--- src/flag_pkg.sv ---
`default_nettype none
package flag_pkg;

    // flag positions in the flag byte
    localparam int FLAG_C = 0;
    localparam int FLAG_V = 1;
    localparam int FLAG_Z = 2;
    localparam int FLAG_N = 3;
    localparam int FLAG_X = 4;
    localparam int FLAG_W = 5;
    localparam logic [FLAG_W-1:0] FLAG_RESET = 5'h00;

    localparam int DATA_W  = 32;
    localparam int SHIFT_W = 6;

    typedef enum logic [1:0] {
        SZ_BYTE = 2'h0,
        SZ_WORD = 2'h1,
        SZ_LONG = 2'h2
    } op_size_e;

    typedef enum logic [3:0] {
        OP_NONE      = 4'h0,
        OP_ADD       = 4'h1,
        OP_SUB       = 4'h2,
        OP_CMP       = 4'h3,
        OP_LOGIC     = 4'h4,
        OP_ADD_EXT   = 4'h5,
        OP_SUB_EXT   = 4'h6,
        OP_DEC_ADD   = 4'h7,
        OP_DEC_SUB   = 4'h8,
        OP_DIVIDE    = 4'h9,
        OP_BIT       = 4'hA,
        OP_ARITH_SHL = 4'hB
    } op_class_e;

    typedef enum logic [3:0] {
        COND_TRUE                = 4'h0,
        COND_FALSE               = 4'h1,
        COND_UNSIGNED_ABOVE      = 4'h2,
        COND_UNSIGNED_NOT_ABOVE  = 4'h3,
        COND_CARRY_CLEAR         = 4'h4,
        COND_CARRY_SET           = 4'h5,
        COND_NOT_EQUAL           = 4'h6,
        COND_EQUAL               = 4'h7,
        COND_OVERFLOW_CLEAR      = 4'h8,
        COND_OVERFLOW_SET        = 4'h9,
        COND_PLUS                = 4'hA,
        COND_MINUS               = 4'hB,
        COND_SIGNED_NOT_LESS     = 4'hC,
        COND_SIGNED_LESS         = 4'hD,
        COND_SIGNED_ABOVE        = 4'hE,
        COND_SIGNED_NOT_ABOVE    = 4'hF
    } cond_sel_e;

    typedef struct packed {
        logic x;
        logic n;
        logic z;
        logic v;
        logic c;
    } flag_byte_s;

    // one operation's flag inputs from the datapath
    typedef struct packed {
        op_class_e          op;
        op_size_e           size;
        logic [DATA_W-1:0]  src;
        logic [DATA_W-1:0]  dst;
        logic [DATA_W-1:0]  res;
        logic               dec_carry;
        logic               div_overflow;
        logic               bit_value;
        logic [SHIFT_W-1:0] shift_count;
    } flag_op_s;

endpackage
`default_nettype wire

--- src/cond_eval.sv ---
`default_nettype none
module cond_eval
    import flag_pkg::*;
(
    // flags and selector
    input  wire flag_byte_s flags,
    input  wire cond_sel_e  sel,
    // result
    output logic            cond_true
);

    always_comb begin
        case (sel)
            COND_TRUE:               cond_true = 1'b1;
            COND_FALSE:              cond_true = 1'b0;
            COND_UNSIGNED_ABOVE:     cond_true = !flags.c && !flags.z;
            COND_UNSIGNED_NOT_ABOVE: cond_true = flags.c || flags.z;
            COND_CARRY_CLEAR:        cond_true = !flags.c;
            COND_CARRY_SET:          cond_true = flags.c;
            COND_NOT_EQUAL:          cond_true = !flags.z;
            COND_EQUAL:              cond_true = flags.z;
            COND_OVERFLOW_CLEAR:     cond_true = !flags.v;
            COND_OVERFLOW_SET:       cond_true = flags.v;
            COND_PLUS:               cond_true = !flags.n;
            COND_MINUS:              cond_true = flags.n;
            COND_SIGNED_NOT_LESS:    cond_true = flags.n == flags.v;
            COND_SIGNED_LESS:        cond_true = flags.n != flags.v;
            COND_SIGNED_ABOVE:       cond_true = (flags.n == flags.v) && !flags.z;
            COND_SIGNED_NOT_ABOVE:   cond_true = flags.z || (flags.n != flags.v);
            default:                 cond_true = 1'b0;
        endcase
    end

endmodule // cond_eval
`default_nettype wire

--- src/shift_overflow.sv ---
`default_nettype none
module shift_overflow
    import flag_pkg::*;
(
    // operand and shift
    input  wire logic [DATA_W-1:0]  dst,
    input  wire logic [5:0]         msb,
    input  wire logic [SHIFT_W-1:0] count,
    // results
    output logic                    ovf,
    output logic                    last_out
);

    logic [DATA_W-1:0] hit;

    // bit i takes part when it lies within count places below the top bit
    genvar gi;
    generate
        for (gi = 0; gi < DATA_W; gi++) begin : g_bit
            assign hit[gi] = (6'(gi) <= msb) && (7'(msb) - 7'(gi) <= 7'(count))
                             && (dst[gi] != dst[msb[4:0]]);
        end
    endgenerate

    always_comb begin
        ovf      = (count != '0) && (hit != '0);
        last_out = 1'b0;
        if (count != '0 && 7'(count) <= 7'(msb) + 7'h01) begin
            last_out = dst[5'(7'(msb) + 7'h01 - 7'(count))];
        end
    end

endmodule // shift_overflow
`default_nettype wire

--- src/condition_flag_unit.sv ---
`default_nettype none
module condition_flag_unit
    import flag_pkg::*;
(
    // clock and reset
    input  wire logic       ref_clk,
    input  wire logic       rst,
    // operation completion from the datapath
    input  wire logic       op_done,
    input  wire flag_op_s   op_in,
    // direct flag byte load
    input  wire logic       flag_load,
    input  wire flag_byte_s flag_load_value,
    // condition query
    input  wire cond_sel_e  cond_sel,
    // outputs
    output flag_byte_s      flag_byte,
    output logic            cond_true_q
);

    ////////////////////////////////////////////////////////////////////////
    // operand top bits

    // top bit index and live bits for each operand size
    localparam logic [5:0]        TOP_BYTE  = 6'h07;
    localparam logic [5:0]        TOP_WORD  = 6'h0F;
    localparam logic [5:0]        TOP_LONG  = 6'h1F;
    localparam logic [DATA_W-1:0] MASK_BYTE = 32'h000000FF;
    localparam logic [DATA_W-1:0] MASK_WORD = 32'h0000FFFF;
    localparam logic [DATA_W-1:0] MASK_LONG = 32'hFFFFFFFF;

    function automatic logic [5:0] top_index(input op_size_e sz);
        case (sz)
            SZ_BYTE: top_index = TOP_BYTE;
            SZ_WORD: top_index = TOP_WORD;
            default: top_index = TOP_LONG;
        endcase
    endfunction

    function automatic logic [DATA_W-1:0] size_mask(input op_size_e sz);
        case (sz)
            SZ_BYTE: size_mask = MASK_BYTE;
            SZ_WORD: size_mask = MASK_WORD;
            default: size_mask = MASK_LONG;
        endcase
    endfunction

    logic [5:0] msb;
    logic       sm;
    logic       dm;
    logic       rm;
    logic       res_zero;

    assign msb      = top_index(op_in.size);
    assign sm       = op_in.src[msb[4:0]];
    assign dm       = op_in.dst[msb[4:0]];
    assign rm       = op_in.res[msb[4:0]];
    assign res_zero = (op_in.res & size_mask(op_in.size)) == '0;

    ////////////////////////////////////////////////////////////////////////
    // arithmetic flag terms

    logic add_v;
    logic add_c;
    logic sub_v;
    logic sub_c;
    logic shl_v;
    logic shl_c;

    assign add_v = (sm && dm && !rm) || (!sm && !dm && rm);
    assign add_c = (sm && dm) || (!rm && dm) || (sm && !rm);
    assign sub_v = (!sm && dm && !rm) || (sm && !dm && rm);
    assign sub_c = (sm && !dm) || (rm && !dm) || (sm && rm);

    shift_overflow u_shift_overflow (
        .dst      (op_in.dst),
        .msb      (msb),
        .count    (op_in.shift_count),
        .ovf      (shl_v),
        .last_out (shl_c)
    );

    ////////////////////////////////////////////////////////////////////////
    // next flag value

    flag_byte_s flags_q;
    flag_byte_s flags_d;

    always_comb begin
        flags_d = flags_q;
        case (op_in.op)
            OP_ADD: begin
                flags_d.n = rm;
                flags_d.z = res_zero;
                flags_d.v = add_v;
                flags_d.c = add_c;
                flags_d.x = add_c;
            end
            OP_SUB: begin
                flags_d.n = rm;
                flags_d.z = res_zero;
                flags_d.v = sub_v;
                flags_d.c = sub_c;
                flags_d.x = sub_c;
            end
            OP_CMP: begin
                flags_d.n = rm;
                flags_d.z = res_zero;
                flags_d.v = sub_v;
                flags_d.c = sub_c;
            end
            OP_LOGIC: begin
                flags_d.n = rm;
                flags_d.z = res_zero;
                flags_d.v = 1'b0;
                flags_d.c = 1'b0;
            end
            OP_ADD_EXT: begin
                flags_d.n = rm;
                flags_d.z = flags_q.z && res_zero;
                flags_d.v = add_v;
                flags_d.c = add_c;
                flags_d.x = add_c;
            end
            OP_SUB_EXT: begin
                flags_d.n = rm;
                flags_d.z = flags_q.z && res_zero;
                flags_d.v = sub_v;
                flags_d.c = sub_c;
                flags_d.x = sub_c;
            end
            OP_DEC_ADD, OP_DEC_SUB: begin
                // negative and overflow left as they were
                flags_d.z = flags_q.z && res_zero;
                flags_d.c = op_in.dec_carry;
                flags_d.x = op_in.dec_carry;
            end
            OP_DIVIDE: begin
                flags_d.n = rm;
                flags_d.z = res_zero;
                flags_d.v = op_in.div_overflow;
                flags_d.c = 1'b0;
            end
            OP_BIT: begin
                flags_d.z = !op_in.bit_value;
            end
            OP_ARITH_SHL: begin
                flags_d.n = rm;
                flags_d.z = res_zero;
                flags_d.v = shl_v;
                flags_d.c = shl_c;
                if (op_in.shift_count != '0) begin
                    flags_d.x = shl_c;
                end
            end
            default: begin
                flags_d = flags_q;
            end
        endcase
    end

    ////////////////////////////////////////////////////////////////////////
    // flag storage

    always_ff @(posedge ref_clk) begin
        if (rst) begin
            flags_q <= FLAG_RESET;
        end else if (op_done) begin
            flags_q <= flags_d;
        end else if (flag_load) begin
            flags_q <= flag_load_value;
        end
    end

    assign flag_byte = flags_q;

    ////////////////////////////////////////////////////////////////////////
    // condition evaluation

    logic cond_now;

    cond_eval u_cond_eval (
        .flags     (flags_q),
        .sel       (cond_sel),
        .cond_true (cond_now)
    );

    always_ff @(posedge ref_clk) begin
        if (rst) begin
            cond_true_q <= 1'b0;
        end else begin
            cond_true_q <= cond_now;
        end
    end

endmodule // condition_flag_unit
`default_nettype wire

--- config.mk ---
export PLATFORM = sky130hd
export DESIGN_NAME = condition_flag_unit
export DESIGN_NICKNAME = d
export VERILOG_FILES = /design/src/flag_pkg.sv /design/src/cond_eval.sv /design/src/shift_overflow.sv /design/src/condition_flag_unit.sv
export SDC_FILE = /design/constraint.sdc
export NUM_CORES = 1
export LEC_CHECK = 0
export ABC_AREA = 0
export BUFFER_PORTS_ARGS = -buffer_cell sky130_fd_sc_hd__buf_2
export CORE_MARGIN = 3
export CORE_UTILIZATION = 45
export CTS_BUF_LIST = sky130_fd_sc_hd__clkbuf_16
export CTS_CLUSTER_DIAMETER = 40
export CTS_CLUSTER_SIZE = 10
export DETAILED_ROUTE_END_ITERATION = 6
export PLACE_DENSITY_LB_ADDON = 0.1
export SLEW_MARGIN = 20
export SYNTH_ARGS = -nofsm -noshare
export SYNTH_HDL_FRONTEND = slang
export SYNTH_HIERARCHICAL = 1
export SYNTH_SLANG_ARGS = --single-unit
--- constraint.sdc ---
create_clock -name ref_clk -period 8.35 [get_ports ref_clk]
set_input_delay 0.835 -clock ref_clk [delete_from_list [all_inputs] [get_ports ref_clk]]
set_output_delay 0.835 -clock ref_clk [all_outputs]
set_load 0.02 [all_outputs]
==> flow_summary_export.csv <==
group,metric,value,unit
clock_network,cts.clk_slew.worst_paths,0.03,ns
sta,period_needed,5.804,ns
yosys,ys_seq_area_share,1.743,%
worst_setup_path,slowest_delay,0.70,ns
sta,hold_viol,0,
clock_network,post_cts_buffers,0,
detailed_routing,vias,7705,
clock_network,htreeDepth,1,
grt,grt_pass1_wl,39460,µm
pwr,p_sw_share,51.52,%
clock_network,root_buffer,"clkbuf_16",
pwr,seqPwrFrac,5.0,%
yosys,ys.flop_type,"dfxtp_1",
yosys,synth_warnings,6,
floorplan,core,14750,µm²
yosys,syn_avg_cell_area,7.341,µm²
detailed_routing,final_antenna_net_count,0,
worst_setup_path,path_max_fanout,11,
status,status,"finished clean",
worst_setup_path,criticalPathCategory,"in2reg",
final_layout,antenna-diode-count,0,
worst_setup_path,setup.worst_path.end_class,"flip-flop",
sta,setup-violations-final,0,
yosys,synth_area_leaders,"ha_1, xnor2_1, a21oi_1, mux4_2, nand2_1",
sta,slew_viol_final,0,
detailed_routing,viasPerCell,6.336,
yosys,netlist_area,6893,µm²
floorplan,dieArea,16840,µm²
worst_setup_path,cp.buffers_inverters,3,
detailed_routing,drc,0,
pwr,p_switching,368.4,µW
yosys,yosysMostFrequentCell,"ha_1",
final_layout,nets,1286,
worst_setup_path,start_kind,"input pin",
grt,grt_antenna_before_repair,0,
worst_setup_path,crit_top_cell,"ha_1",
clock_network,cts_resized,0,
detailed_routing,drt_wl_total,25590,µm
pwr,clkPwrFrac,10.5,%
grt,grt_overflow,0,
floorplan,ios,130,
worst_setup_path,crit_chain,"buf_2 > or2_2 > inv_1 > ha_1 > ha_1 > inv_1 > ha_1 > and2_1 > a32o_1 > a21oi_1 > nor4_1 > a2111oi_0 > nor3b_1 > a2111oi_0 > nor4bb_1 > a21oi_1 > mux2_2 > nand3_1 > a311oi_1",
yosys,ys_seq_elements,6,
clock_network,hold_buffers,0,
pwr,ir_drop,138.1,µV
worst_setup_path,crit_family,"compound AO/OA/AOI/OAI gates",
yosys,yosysTopAreaCell,"ha_1",
yosys,synth_common_cells,"ha_1, nand2_1, inv_1",
sta,rsz0062_at_grt,"no",
clock_network,cts_made_buffers,3,
sta,hold_ws,0.6232,ns
final_layout,seq_area,120.1,µm²
grt,grt_usage,29.37,%
yosys,synth_edf_count,0,
detailed_routing,wl_per_cell,21.05,µm
clock_network,cts_buffer_depth,2,
final_layout,multi_input_area,6407,µm²
final_layout,fillers,1565,
clock_network,clk_latency,0.22,ns
grt,grt_max_degree,34,
grt,grt_pass1_vias,7288,
hold_path,hp-class,"reg2reg",
sta,clock.fmax,172.3,MHz
sta,max_slew.worst_pin.slew,1.051,ns
detailed_routing,drt_iter0_drc,902,
pwr,powerDensity,93.45,nW/µm²
sta,period_share,69.51,%
pwr,p_leak,0.003381,µW
floorplan,dieHeight,129.8,µm
final_layout,drive_gt1_share,14.53,%
worst_setup_path,cp_slowest_cell,"a2111oi_0",
final_layout,areaGrowthSynthToFinish,11.02,%
worst_setup_path,critPathArrivalTime,5.89,ns
yosys,async_reset_ff_share,0,%
sta,maxSlewHeadroom,29.01,%
clock_network,clock_sinks,6,
clock_network,cts_tree,"done",
yosys,synth.top_cell.area_share,23.05,%
place,place_hpwl,20030,µm
flow_run,maxCapViolations,0,
pwr,p_total,715.1,µW
pwr,p_int,346.7,µW
place,globalplace.congestion,1.019,
place,portBuffers,100,
worst_setup_path,required,8.44,ns
sta,skew,0.0005312,ns
pwr,p_comb_share,84.5,%
detailed_routing,first_pass_iters,5,
floorplan,die_w,129.8,µm
yosys,synthCells,939,
floorplan,start_util,46.72,%
final_layout,utilization,51.87,%
sta,fin_setup_tns,0,ns
floorplan,rows,44,
yosys,ys_types,85,
==> state kept, by name, summed over array words and instances, names as in the netlist <==
signal	count
cond_true_q	1
flag_byte	5
==> cells by family after synthesis <==
kind of cell | Yosys count | share of synthesized area, %
XOR/XNOR | 62 | 8.078
other | 2 | 0.1090
AND/OR/NAND/NOR | 297 | 22.60
adder cells (fa/ha/maj) | 129 | 23.49
multiplexers | 31 | 7.152
buffers and inverters | 115 | 6.825
flip-flops | 6 | 1.743
AO/OA/AOI/OAI | 297 | 30.01
==> per-stage QoR <==
| stage | instances | setup slack [ns] | cell area, µm² |
|---|---|---|---|
| after floorplan | 967 | 3.495 | 6998 |
| after global placement | 1213 | 2.551 | 7577 |
| after detailed placement | 1213 | 2.414 | 7577 |
| after CTS | 1216 | 2.652 | 7652 |
| after global routing | 1216 | 2.225 | 7652 |
| final | 1216 | 2.546 | 7652 |
==> worst paths after layout <==
| path | start | end | slack [ns] | cells after the start |
|---|---|---|---|---|
| setup / recovery | op_in[105] | flag_byte[1] | 2.55 | 19 |
| hold reg to reg | flag_byte[4] | flag_byte[4] | 0.62 | 3 |
| hold / removal | flag_byte[4] | flag_byte[4] | 0.62 | 3 |
| setup reg to reg | flag_byte[1] | cond_true_q | 6.72 | 5 |
==> cell type report <==
class	instances	area share, %
multi-input cells	846	83.73
repair buffers	108	7.325
inverters	69	3.385
well taps	184	3.009
flip-flops and latches	6	1.570
clock buffers	3	0.9810
==> power groups by stage <==
stage,clock (µW),combinational [µW],sequential (µW)
floorplan,0,426,38.0
global placement,0,571,35.9
CTS,76.3,580,35.6
finish,75.3,604,35.5
detailed placement,0,577,36.0
global route,77.9,668,35.8
==> tightest hold or removal path: stages, from the launching register on <==
cell     delay (ns)
dfxtp_1        0.33
nand2_1        0.07
a31o_2         0.14
a41oi_1        0.04
==> per-layer routing <==
metal	vias up	global-route usage [%]	part of all wire [%]
met5	-	0.8824	0
li1	3726	-	-
met2	376	48.44	46
met3	60	4.544	8.4
met4	0	10.57	3.9
met1	3543	38.84	42
==> layout by cell type, fill, tap and decap left out, drive strengths merged, types with 6 or more instances in the layout <==
cell / n
a211oi: 10
a21boi: 7
a21o: 11
a21oi: 64
a22oi: 8
a311oi: 9
a31oi: 16
a32oi: 6
buf: 108
conb: 30
dfxtp: 6
ha: 127
inv: 69
mux2: 6
mux2i: 11
mux4: 14
nand2: 74
nand2b: 14
nand3: 23
nand4: 12
nor2: 49
nor2b: 21
nor3: 28
nor3b: 11
nor4: 22
o211ai: 11
o21a: 20
o21ai: 43
o221ai: 7
o22ai: 17
o31a: 7
o31ai: 11
or3: 8
xnor2: 54
xor2: 7
Note: power is estimated with default switching activity, not from simulation.
